### src/abch_pkg.sv
// Constants and types for the ATA basic command handler
package abch_pkg;
    // Register byte offsets
    localparam logic [11:0] OFS_FEATURES = 12'h000;
    localparam logic [11:0] OFS_COUNT = 12'h004;
    localparam logic [11:0] OFS_ADDR_LOW = 12'h008;
    localparam logic [11:0] OFS_ADDR_MID = 12'h00c;
    localparam logic [11:0] OFS_ADDR_HIGH = 12'h010;
    localparam logic [11:0] OFS_DEV_HEAD = 12'h014;
    localparam logic [11:0] OFS_COMMAND = 12'h018;
    localparam logic [11:0] OFS_ERROR = 12'h01c;
    localparam logic [11:0] OFS_DATA = 12'h020;
    localparam logic [11:0] OFS_INT_STATUS = 12'h024;
    localparam logic [11:0] OFS_INT_MASK = 12'h028;
    localparam logic [11:0] OFS_CONTROL = 12'h02c;

    // Command codes
    localparam logic [7:0] CMD_POWER_A = 8'h98;
    localparam logic [7:0] CMD_POWER_B = 8'he5;
    localparam logic [7:0] CMD_ERASE = 8'hc0;
    localparam logic [7:0] CMD_DIAG = 8'h90;
    localparam logic [7:0] CMD_FLUSH = 8'he7;
    localparam logic [7:0] CMD_IDENT = 8'hec;

    // Status and error bit positions
    localparam int ST_BSY = 7;
    localparam int ST_RDY = 6;
    localparam int ST_DF = 5;
    localparam int ST_DSC = 4;
    localparam int ST_DRQ = 3;
    localparam int ST_ERR = 0;
    localparam logic [7:0] ERR_ABORTED = 8'h04;
    localparam logic [7:0] STATUS_READY = 8'h50;
    localparam logic [7:0] STATUS_BUSY = 8'h80;
    localparam logic [7:0] STATUS_DRQ = 8'h58;
    localparam logic [7:0] STATUS_ABORT = 8'h51;
    localparam logic [7:0] STATUS_FAULT = 8'h71;

    // Result codes
    localparam logic [7:0] POWER_STANDBY = 8'h00;
    localparam logic [7:0] POWER_IDLE = 8'hff;
    localparam logic [7:0] DIAG_OK = 8'h01;
    localparam logic [7:0] DIAG_SLAVE_FAIL = 8'h80;

    // Interrupt bits and reset values
    localparam int INT_DONE = 0;
    localparam int INT_DRQ = 1;
    localparam logic [1:0] INT_MASK_RST = 2'h0;
    localparam logic FLUSH_EN_RST = 1'b1;
    localparam logic [7:0] IDENT_LAST = 8'hff;

    // Identify block words
    localparam logic [15:0] IDW_CONFIG = 16'h044a;
    localparam logic [15:0] IDW_BUFFER = 16'h0002;
    localparam logic [15:0] IDW_MULTI = 16'h8001;
    localparam logic [15:0] IDW_CAPS = 16'h0e00;
    localparam logic [15:0] IDW_CAPS2 = 16'h4000;
    localparam logic [15:0] IDW_PIO_TIMING = 16'h0200;
    localparam logic [15:0] IDW_VALIDITY = 16'h0007;
    localparam logic [15:0] IDW_ADV_PIO = 16'h0003;
    localparam logic [15:0] IDW_CYCLE = 16'h0078;
    localparam logic [15:0] IDW_SATA_CAPS = 16'h0006;
    localparam logic [15:0] IDW_SATA_FEAT = 16'h0008;
    localparam logic [31:0] DRIVE_SECTORS = 32'h0001_0000;

    // Media side handshake
    typedef struct packed {
        logic done;
        logic fault;
        logic standby;
        logic slaveFail;
        logic [7:0] diagCode;
    } abch_media_in_t;

    typedef struct packed {
        logic eraseReq;
        logic flushReq;
        logic diagReq;
        logic [27:0] startAddr;
        logic [7:0] blockCount;
    } abch_media_out_t;

    typedef enum logic [2:0] {
        S_IDLE,
        S_POWER,
        S_ERASE,
        S_DIAG,
        S_FLUSH,
        S_IDENT_PREP,
        S_IDENT
    } abch_state_t;
endpackage

### src/abch_ident_rom.sv
// Identify parameter block word table
`timescale 1ns/10ps
module abch_ident_rom (
    // Word select
    input wire logic [7:0] wordIdx,
    // Word value
    output logic [15:0] identWord
);
    always_comb begin
        case (wordIdx)
            8'd0: identWord = abch_pkg::IDW_CONFIG;
            8'd20: identWord = abch_pkg::IDW_BUFFER;
            8'd21: identWord = abch_pkg::IDW_BUFFER;
            8'd47: identWord = abch_pkg::IDW_MULTI;
            8'd49: identWord = abch_pkg::IDW_CAPS;
            8'd50: identWord = abch_pkg::IDW_CAPS2;
            8'd51: identWord = abch_pkg::IDW_PIO_TIMING;
            8'd53: identWord = abch_pkg::IDW_VALIDITY;
            8'd60: identWord = abch_pkg::DRIVE_SECTORS[15:0];
            8'd61: identWord = abch_pkg::DRIVE_SECTORS[31:16];
            8'd64: identWord = abch_pkg::IDW_ADV_PIO;
            8'd65: identWord = abch_pkg::IDW_CYCLE;
            8'd66: identWord = abch_pkg::IDW_CYCLE;
            8'd67: identWord = abch_pkg::IDW_CYCLE;
            8'd68: identWord = abch_pkg::IDW_CYCLE;
            8'd76: identWord = abch_pkg::IDW_SATA_CAPS;
            8'd78: identWord = abch_pkg::IDW_SATA_FEAT;
            // Reserved and unlisted words read as zero
            default: identWord = 16'h0000;
        endcase
    end
endmodule

### src/abch_top.sv
// ATA basic command handler: task file over APB, command engine, interrupt
// Operation
// - Power query in standby: count zero, interrupt
// - Power query when idle: count all ones
// - Erase conditions sectors; may report write fault
// - Erase address from head and address registers
// - Erase count gives consecutive sectors
// - Diagnostic ignores drive bit, reports both devices
// - Diagnostic result code lands in error register
// - Flush completes only after cache is written
// - Flush unsupported ends with aborted error
// - Identify returns block like single-sector read
// - Reserved identify bits and words are zero
`timescale 1ns/10ps
module abch_top (
    // Clock and reset
    input wire logic clock,
    input wire logic rst,
    // APB slave
    input wire logic psel,
    input wire logic penable,
    input wire logic pwrite,
    input wire logic [11:0] paddr,
    input wire logic [31:0] pwdata,
    output logic pready,
    output logic [31:0] prdata,
    output logic pslverr,
    // Interrupt
    output logic irq,
    // Media engine
    input wire abch_pkg::abch_media_in_t mediaIn,
    output abch_pkg::abch_media_out_t mediaOut
);
    typedef struct packed {
        abch_pkg::abch_media_in_t sync1;
        abch_pkg::abch_media_in_t sync2;
        abch_pkg::abch_state_t state;
        logic [7:0] features;
        logic [7:0] count;
        logic [7:0] addrLow;
        logic [7:0] addrMid;
        logic [7:0] addrHigh;
        logic [7:0] devHead;
        logic [7:0] status;
        logic [7:0] error;
        logic [7:0] wordIdx;
        logic [1:0] intStatus;
        logic [1:0] intMask;
        logic flushEnable;
        abch_pkg::abch_media_out_t media;
        logic pready;
        logic pslverr;
        logic [31:0] prdata;
        logic irq;
    } abch_regs_t;

    abch_regs_t r_r;
    abch_regs_t r_nxt;
    logic [15:0] identWord;
    logic accDone;
    logic wrDone;
    logic rdDone;
    logic taskFree;
    logic evDone;
    logic evDrq;
    logic [1:0] clearBits;

    abch_ident_rom identRom (
        .wordIdx(r_r.wordIdx),
        .identWord(identWord)
    );

    always_comb begin
        r_nxt = r_r;
        // Pins cross into the clock domain through two stages
        r_nxt.sync1 = mediaIn;
        r_nxt.sync2 = r_r.sync1;
        r_nxt.pready = 1'b0;
        r_nxt.pslverr = 1'b0;
        accDone = psel && penable && r_r.pready;
        wrDone = accDone && pwrite;
        rdDone = accDone && !pwrite;
        taskFree = !r_r.status[abch_pkg::ST_BSY] && !r_r.status[abch_pkg::ST_DRQ];
        evDone = 1'b0;
        evDrq = 1'b0;
        clearBits = 2'h0;

        // Access phase: answer one cycle after it opens
        if (psel && penable && !r_r.pready) begin
            r_nxt.pready = 1'b1;
            r_nxt.prdata = 32'h0000_0000;
            if (paddr == abch_pkg::OFS_FEATURES) begin
                r_nxt.prdata[7:0] = r_r.features;
            end else if (paddr == abch_pkg::OFS_COUNT) begin
                r_nxt.prdata[7:0] = r_r.count;
            end else if (paddr == abch_pkg::OFS_ADDR_LOW) begin
                r_nxt.prdata[7:0] = r_r.addrLow;
            end else if (paddr == abch_pkg::OFS_ADDR_MID) begin
                r_nxt.prdata[7:0] = r_r.addrMid;
            end else if (paddr == abch_pkg::OFS_ADDR_HIGH) begin
                r_nxt.prdata[7:0] = r_r.addrHigh;
            end else if (paddr == abch_pkg::OFS_DEV_HEAD) begin
                r_nxt.prdata[7:0] = r_r.devHead;
            end else if (paddr == abch_pkg::OFS_COMMAND) begin
                r_nxt.prdata[7:0] = r_r.status;
            end else if (paddr == abch_pkg::OFS_ERROR) begin
                r_nxt.prdata[7:0] = r_r.error;
            end else if (paddr == abch_pkg::OFS_DATA) begin
                if (r_r.status[abch_pkg::ST_DRQ]) begin
                    r_nxt.prdata[15:0] = identWord;
                end
            end else if (paddr == abch_pkg::OFS_INT_STATUS) begin
                r_nxt.prdata[1:0] = r_r.intStatus;
            end else if (paddr == abch_pkg::OFS_INT_MASK) begin
                r_nxt.prdata[1:0] = r_r.intMask;
            end else if (paddr == abch_pkg::OFS_CONTROL) begin
                r_nxt.prdata[0] = r_r.flushEnable;
            end else begin
                r_nxt.pslverr = 1'b1;
            end
        end

        // Register writes take effect at the completing edge
        if (wrDone) begin
            if (paddr == abch_pkg::OFS_INT_STATUS) begin
                clearBits = pwdata[1:0];
            end else if (paddr == abch_pkg::OFS_INT_MASK) begin
                r_nxt.intMask = pwdata[1:0];
            end else if (paddr == abch_pkg::OFS_CONTROL) begin
                r_nxt.flushEnable = pwdata[0];
            end else if (taskFree) begin
                // Task file is frozen while a command owns it
                if (paddr == abch_pkg::OFS_FEATURES) begin
                    r_nxt.features = pwdata[7:0];
                end else if (paddr == abch_pkg::OFS_COUNT) begin
                    r_nxt.count = pwdata[7:0];
                end else if (paddr == abch_pkg::OFS_ADDR_LOW) begin
                    r_nxt.addrLow = pwdata[7:0];
                end else if (paddr == abch_pkg::OFS_ADDR_MID) begin
                    r_nxt.addrMid = pwdata[7:0];
                end else if (paddr == abch_pkg::OFS_ADDR_HIGH) begin
                    r_nxt.addrHigh = pwdata[7:0];
                end else if (paddr == abch_pkg::OFS_DEV_HEAD) begin
                    r_nxt.devHead = pwdata[7:0];
                end else if (paddr == abch_pkg::OFS_COMMAND) begin
                    // Launch uses the task file as it stands now
                    r_nxt.status = abch_pkg::STATUS_BUSY;
                    r_nxt.error = 8'h00;
                    // Only erase looks at the parameter registers
                    case (pwdata[7:0])
                        abch_pkg::CMD_POWER_A, abch_pkg::CMD_POWER_B: begin
                            r_nxt.state = abch_pkg::S_POWER;
                        end
                        abch_pkg::CMD_ERASE: begin
                            r_nxt.state = abch_pkg::S_ERASE;
                            r_nxt.media.eraseReq = 1'b1;
                            r_nxt.media.startAddr = {r_r.devHead[3:0], r_r.addrHigh,
                                r_r.addrMid, r_r.addrLow};
                            r_nxt.media.blockCount = r_r.count;
                        end
                        abch_pkg::CMD_DIAG: begin
                            // Drive select plays no part here
                            r_nxt.state = abch_pkg::S_DIAG;
                            r_nxt.media.diagReq = 1'b1;
                        end
                        abch_pkg::CMD_FLUSH: begin
                            if (r_r.flushEnable) begin
                                r_nxt.state = abch_pkg::S_FLUSH;
                                r_nxt.media.flushReq = 1'b1;
                            end else begin
                                r_nxt.status = abch_pkg::STATUS_ABORT;
                                r_nxt.error = abch_pkg::ERR_ABORTED;
                                evDone = 1'b1;
                            end
                        end
                        abch_pkg::CMD_IDENT: begin
                            r_nxt.state = abch_pkg::S_IDENT_PREP;
                        end
                        default: begin
                            r_nxt.status = abch_pkg::STATUS_ABORT;
                            r_nxt.error = abch_pkg::ERR_ABORTED;
                            evDone = 1'b1;
                        end
                    endcase
                end
            end
        end

        // Command engine
        case (r_r.state)
            abch_pkg::S_IDLE: begin
                // Launch is decided by the command write above; keep its next state
            end
            abch_pkg::S_POWER: begin
                // Busy was held for one cycle before the result lands
                if (r_r.sync2.standby) begin
                    r_nxt.count = abch_pkg::POWER_STANDBY;
                end else begin
                    r_nxt.count = abch_pkg::POWER_IDLE;
                end
                r_nxt.status = abch_pkg::STATUS_READY;
                evDone = 1'b1;
                r_nxt.state = abch_pkg::S_IDLE;
            end
            abch_pkg::S_ERASE: begin
                if (r_r.sync2.done) begin
                    r_nxt.media.eraseReq = 1'b0;
                    if (r_r.sync2.fault) begin
                        r_nxt.status = abch_pkg::STATUS_FAULT;
                    end else begin
                        r_nxt.status = abch_pkg::STATUS_READY;
                    end
                    evDone = 1'b1;
                    r_nxt.state = abch_pkg::S_IDLE;
                end
            end
            abch_pkg::S_DIAG: begin
                if (r_r.sync2.done) begin
                    r_nxt.media.diagReq = 1'b0;
                    // Master folds the other device's outcome into its code
                    if (r_r.sync2.slaveFail) begin
                        r_nxt.error = r_r.sync2.diagCode | abch_pkg::DIAG_SLAVE_FAIL;
                    end else begin
                        r_nxt.error = r_r.sync2.diagCode;
                    end
                    r_nxt.status = abch_pkg::STATUS_READY;
                    evDone = 1'b1;
                    r_nxt.state = abch_pkg::S_IDLE;
                end
            end
            abch_pkg::S_FLUSH: begin
                // Ready and seek-complete only once the media reports done
                if (r_r.sync2.done) begin
                    r_nxt.media.flushReq = 1'b0;
                    r_nxt.status = abch_pkg::STATUS_READY;
                    evDone = 1'b1;
                    r_nxt.state = abch_pkg::S_IDLE;
                end
            end
            abch_pkg::S_IDENT_PREP: begin
                // Same as a one-sector PIO read: busy off, data request on
                r_nxt.wordIdx = 8'h00;
                r_nxt.status = abch_pkg::STATUS_DRQ;
                evDrq = 1'b1;
                r_nxt.state = abch_pkg::S_IDENT;
            end
            abch_pkg::S_IDENT: begin
                if (rdDone && paddr == abch_pkg::OFS_DATA) begin
                    if (r_r.wordIdx == abch_pkg::IDENT_LAST) begin
                        r_nxt.status = abch_pkg::STATUS_READY;
                        evDone = 1'b1;
                        r_nxt.state = abch_pkg::S_IDLE;
                    end else begin
                        r_nxt.wordIdx = r_r.wordIdx + 8'h01;
                    end
                end
            end
            default: begin
                r_nxt.state = abch_pkg::S_IDLE;
            end
        endcase

        // Sticky events: a set in the clearing cycle survives
        r_nxt.intStatus = (r_r.intStatus & ~clearBits) | {evDrq, evDone};
        r_nxt.irq = |(r_nxt.intStatus & r_nxt.intMask);
    end

    always_ff @(posedge clock) begin
        if (rst) begin
            r_r <= '0;
            r_r.state <= abch_pkg::S_IDLE;
            r_r.status <= abch_pkg::STATUS_READY;
            r_r.error <= abch_pkg::DIAG_OK;
            r_r.intMask <= abch_pkg::INT_MASK_RST;
            r_r.flushEnable <= abch_pkg::FLUSH_EN_RST;
        end else begin
            r_r <= r_nxt;
        end
    end

    assign pready = r_r.pready;
    assign prdata = r_r.prdata;
    assign pslverr = r_r.pslverr;
    assign irq = r_r.irq;
    assign mediaOut = r_r.media;
endmodule

### config.mk
export PLATFORM = sky130hd
export DESIGN_NAME = abch_top
export DESIGN_NICKNAME = d
export VERILOG_FILES = /design/src/abch_pkg.sv /design/src/abch_ident_rom.sv /design/src/abch_top.sv
export SDC_FILE = /design/constraint.sdc
export NUM_CORES = 1
export LEC_CHECK = 0
export BUFFER_PORTS_ARGS = -buffer_cell sky130_fd_sc_hd__buf_2
export CAP_MARGIN = 30
export CELL_PAD_IN_SITES_DETAIL_PLACEMENT = 1
export CELL_PAD_IN_SITES_GLOBAL_PLACEMENT = 2
export CORE_UTILIZATION = 37
export CTS_CLUSTER_DIAMETER = 50
export DETAILED_ROUTE_END_ITERATION = 10
export PLACE_DENSITY_LB_ADDON = 0.1
export SETUP_SLACK_MARGIN = 0.4
export SYNTH_ARGS = -nofsm -noshare
export SYNTH_HDL_FRONTEND = slang
export SYNTH_HIERARCHICAL = 1
export SYNTH_SLANG_ARGS = --single-unit
### constraint.sdc
create_clock -name clock -period 4.1 [get_ports clock]
set_clock_uncertainty 0.2 [all_clocks]
set_input_delay 0.615 -clock clock [delete_from_list [all_inputs] [get_ports clock]]
set_output_delay 0.615 -clock clock [all_outputs]
set_load 0.05 [all_outputs]
* Yosys cells after proc, flatten, opt, wreduce, memory -nomap -nowiden
Cells that the tools add are included.
** Cells by class
- $add $sub $neg :: 1
- Equality and inequality tests :: 45
- Muxes and demuxes :: 130
- Bitwise logic cells :: 14
- Reductions and logical operators :: 34
** Operators by type and width (count)
- 39-bit 2-to-1 mux :: 9
- 67-bit 2-to-1 mux :: 5
- 8-bit 2-to-1 mux :: 32
- 16-bit case mux with 12 select lines :: 1
- 42-bit 2-to-1 mux :: 2
- 16-bit 2-to-1 mux :: 5
- 40-bit 2-to-1 mux :: 2
- 8-bit by 7-bit == test with 1-bit output, second input constant :: 7
- 8-bit == test, second input constant :: 7
- 56-bit 2-to-1 mux :: 1
- 12-bit by 5-bit == test with 1-bit output, second input constant :: 4
- 12-bit by 6-bit == test with 1-bit output, second input constant :: 4
- 8-bit by 6-bit == test with 1-bit output, second input constant :: 6
- 48-bit 2-to-1 mux :: 1
- 8-bit case mux with 6 select lines :: 1
- 1-bit 2-to-1 mux :: 43
- 36-bit 2-to-1 mux :: 1
- 34-bit 2-to-1 mux :: 1
- 3-bit 2-to-1 mux :: 11
- 32-bit 2-to-1 mux :: 1
- 16-bit case mux with 2 select lines :: 1
- 12-bit by 4-bit == test with 1-bit output, second input constant :: 2
- 24-bit 2-to-1 mux :: 1
- 8-bit by 5-bit == test with 1-bit output, second input constant :: 2
- 39 further kinds :: 74
** Storage, ports and cells
- Flip-flop bits (word level) :: 162
- Bits of input ports :: 61

* Depth between registers and ports, before layout
- Depth after elaboration :: 21
- Mapped depth :: 10

* Modules after synthesis
Netlist, hierarchy kept.
** Modules (own cells, without submodules)
- abch_top :: times used 1, cells each 926, area each 8076.5 um2, sequential area each 3243.1 um2
- abch_ident_rom :: times used 1, cells each 53, area each 364.1 um2, sequential area each 0.0 um2

* Worst setup path before layout
No wires, ideal clock.
- Path kind :: in2reg
- Start :: input paddr[5]
- End :: register r_r, in the netlist mediaOut[10]
- Setup time :: 0.143 ns
- Data arrival time :: 2.378 ns
- Required time :: 3.757 ns
- Setup slack :: 1.379 ns
- Stages :: 9
- Buffers on the path :: 3
- Cells stage by stage :: buf_2 > or4b_1 > nor3_4 > nand3_2 > or2_1 > buf_6 > buf_8 > nand2_2 > a21oi_2
** Between the ends
- Cells in the longest elaborated chain, start to end :: 3
** RTL lines
- start, declared :: RTL line abch_top.sv:23 : input wire logic [11:0] paddr,
- 12-bit by 5-bit == test with 1-bit output (tied with other cells) :: RTL line abch_top.sv:143 : end else if (paddr == abch_pkg::OFS_DEV_HEAD) begin
- 1-bit NOT (no source line)
- 13-bit AND reduction (no source line) (*)
- end signal, assigned :: RTL line abch_top.sv:277 : r_r <= r_nxt;
- end, declared :: RTL line abch_top.sv:57 : abch_regs_t r_r;
Every way passes the cells marked *; elsewhere a longest branch is shown, timed or not.
A chain may end at the register's enable or synchronous reset.

* Worst setup path in the final report
- Start :: input paddr[2]
- End :: register r_r[144] (netlist bit)
** Between the ends
- Cells in the longest elaborated chain, start to end :: 3
** RTL lines (RTL line)
- 12-bit by 6-bit == test with 1-bit output (on tied branches) :: abch_top.sv:129, abch_top.sv:125, abch_top.sv:127
- 1-bit NOT (no source line)
- 6-bit AND reduction (no source line) (*)
Marked as above.

==> impl_metrics.yaml <==
routing:
  route.met2.wl_mm: 11.1
  drt-initial-drc-count: 399
  drt-pass1-iter-count: 5
  wl_mm: 24.8
  drc: 0
  vias: 6853
  top_layer: "met4"
  wl_met3_um: 962
  ant_nets: 0
  post_drt_wl_per_cell_um: 19.5
  wl_met1_mm: 12.4
  via_per_inst: 5.38
logic_synthesis:
  netlist_area_um2: 8440
  synth.area.top_cells: "dfxtp_1 (38%), buf_4 (7.2%), mux2i_1 (6.8%), nor2_1 (4.3%), nand2_1 (4.1%)"
  avgSynthCellArea_um2: 8.62
  synth_commonest_cells: "dfxtp_1 (162), nor2_1 (96), nand2_1 (92)"
  ys_seq_area_share_pct: 38.4
  yosys_warnings: 6
  yosysMostFrequentCell: "dfxtp_1"
  synth_edf_count: 0
  synth_cells: 979
  synth_top_area_share_pct: 38.4
  yosysUniqueCellTypes: 86
  synth_top_area_cell: "dfxtp_1"
  ys.flop_type: "dfxtp_1"
  ys_ff_latch: 162
  synthArstFlopShare_pct: 0
grt:
  grt_usage_pct: 21.7
  overflow: 0
  grt_pass1_vias: 6639
  antenna_found_initial: 0
  grt_first_pass_wirelength_mm: 39.2
  grt_max_degree: 70
cells_and_area:
  fillers: 2631
  fin_cells: 1274
  postLayoutCoreUtil_pct: 41.1
  syn_to_final_growth_pct: 7.60
  layout-drive-gt1-share_pct: 23.5
  n_antenna_cell: 0
  nets: 1043
placement:
  routabilityCongestion: 0.805
  io_buffers: 94
  dp_hpwl_mm: 17.5
  place_inst: 1242
clock_tree:
  cts_root_buf: "clkbuf_16"
  clock_latency_ns: 0.44
  post_cts_resized: 0
  cts-htree-levels: 4
  numCtsBuffers: 17
  clk_pin_slew_ns: 0.07
  cts_tree: "yes"
  cts_max_path_buffers: 2
  cts_setup_buffers: 0
  holdBufCountCts: 0
  clock_sinks: 162
critical_path:
  crit_end: "r_r[144]"
  worst_path_most_repeated_cell: "buf_4"
  worstSetupEndpointType: "register"
  cp.depth: 8
  worst-path-buf-inv: 3
  worstPathCellList: "buf_2 -> buf_4 -> nor4_1 -> buf_4 -> nand3_1 -> nor4_4 -> mux2i_1 -> nor2_1"
  crit_arrival_ns: 2.89
  worstSetupStartpointType: "input pin"
  regToRegSetupSlack_ns: 1.35
  r2r_end: "prdata[1]"
  r2r_cells: 8
  path_class: "in2reg"
  cp_max_fo: 20
  cp_slowest_cell: "nor4_4"
  slowest_delay_ns: 0.72
  crit_family: "simple AND/OR/NAND/NOR gates"
  required_ns: 4.21
  regToRegStartpoint: "r_r[81]"
  cp-startpoint: "paddr[2]"
floorplanning:
  dieArea_um2: 23400
  top_level_ports: 135
  rows: 54
  die-height_um: 153
  core_um2: 22100
  die_width_um: 153
  start_util_pct: 38.2
sta:
  max_slew.worst_pin.slew_ns: 0.848
  slew_headroom_pct: 43.0
  tns_ns: 0
  hold_viol: 0
  fmax_ghz: 0.360
  hold_ws_ns: 0.185
  finalCritPeriodShare_pct: 67.7
  slew_violations: 0
  rsz0062_at_grt: "false"
  setup_violations: 0
  period_needed_ns: 2.78
job:
  maxCapViolations: 0
pwr:
  peakVddDrop_v: 0.000265
  p_per_area_nw_per_um2: 368
  p_leak_nw: 3.34
min_path:
  hp-class: "in2reg"
run_status:
  outcome: "complete, no violations"
where the power goes:
part / internal, mW / switching, mW
Clock: 0.794 / 0.751
Sequential: 1.58 / 0.00481
Combinational: 0.0500 / 0.162
Total: 2.43 / 0.917
state kept, by name, indices dropped and copies added (netlist names):
register,flops
r_r,92
mediaOut,39
irq,1
pslverr,1
prdata,16
pready,1
r_nxt,12
through the flow:
step / total power [mW] / cell area, um2 / setup WS (ns)
floorplan: 1.78 / 8510 / 1.38
global placement: 1.84 / 8530 / 0.871
detailed placement: 1.84 / 8530 / 0.889
CTS: 3.39 / 9080 / 1.34
global route: 3.47 / 9080 / 1.17
finish: 3.35 / 9080 / 1.32
worst min-delay path by stage:
stage,start,endpoint,slack (ns),depth (start not counted)
after global placement,r_nxt[162],r_r[162],0.22,1
final,mediaIn[10],r_nxt[164],0.18,2
after floorplan,r_nxt[154],r_r[154],0.21,1
after CTS,mediaIn[10],r_nxt[164],0.17,2
after detailed placement,r_nxt[157],r_r[157],0.22,1
after global routing,mediaIn[10],r_nxt[164],0.18,2
cell families (layout without fill, tap and decap cells):
logic type	count (synthesis)	after routing	share of synthesized area, %
AO/OA/AOI/OAI	198	198	16.1
buffers and inverters	154	151	11.4
flip-flops	162	162	38.4
AND/OR/NAND/NOR	393	393	25.7
multiplexers	60	60	7.16
other	2	20	0.0890
adder cells (fa/ha/maj)	1	1	0.148
XOR/XNOR	9	9	0.934
layout by cell type (no fill, tap or decap), types with 24 or more instances in the layout:
master and instances:
a21oi_2 30, a21oi_1 67, nand2_1 92, nor2_1 96
mux2i_1 57, nor2b_1 39, o21ai_0 24, nand3_1 30
buf_2 93, nand2_2 32, dfxtp_1 162
routing by layer:
metal,vias to the layer above,global-route usage [%]
li1,3333,-
met1,3340,30.8
met2,158,33.7
met3,22,3.69
met4,0,5.63
met5,-,0
final cells by class:
| type | instances | area (um2) | area share [%] |
|---|---|---|---|
| clock buffers | 17 | 425 | 4.68 |
| inverters | 10 | 37.5 | 0.413 |
| repair buffers | 109 | 598 | 6.58 |
| clock inverters | 15 | 128 | 1.41 |
| multi-input cells | 681 | 4300 | 47.3 |
| well taps | 280 | 350 | 3.86 |
| flip-flops and latches | 162 | 3240 | 35.7 |
worst reg2reg max path: stages (launching register included):
cell	delay [ns]
dfxtp_1	0.72
nor2b_1	0.24
or4b_1	0.45
a31oi_1	0.29
a32o_1	0.22
nand2_1	0.07
o221ai_1	0.13
a31oi_1	0.17
o21ai_0	0.18
(Power assumes the default switching activity.)
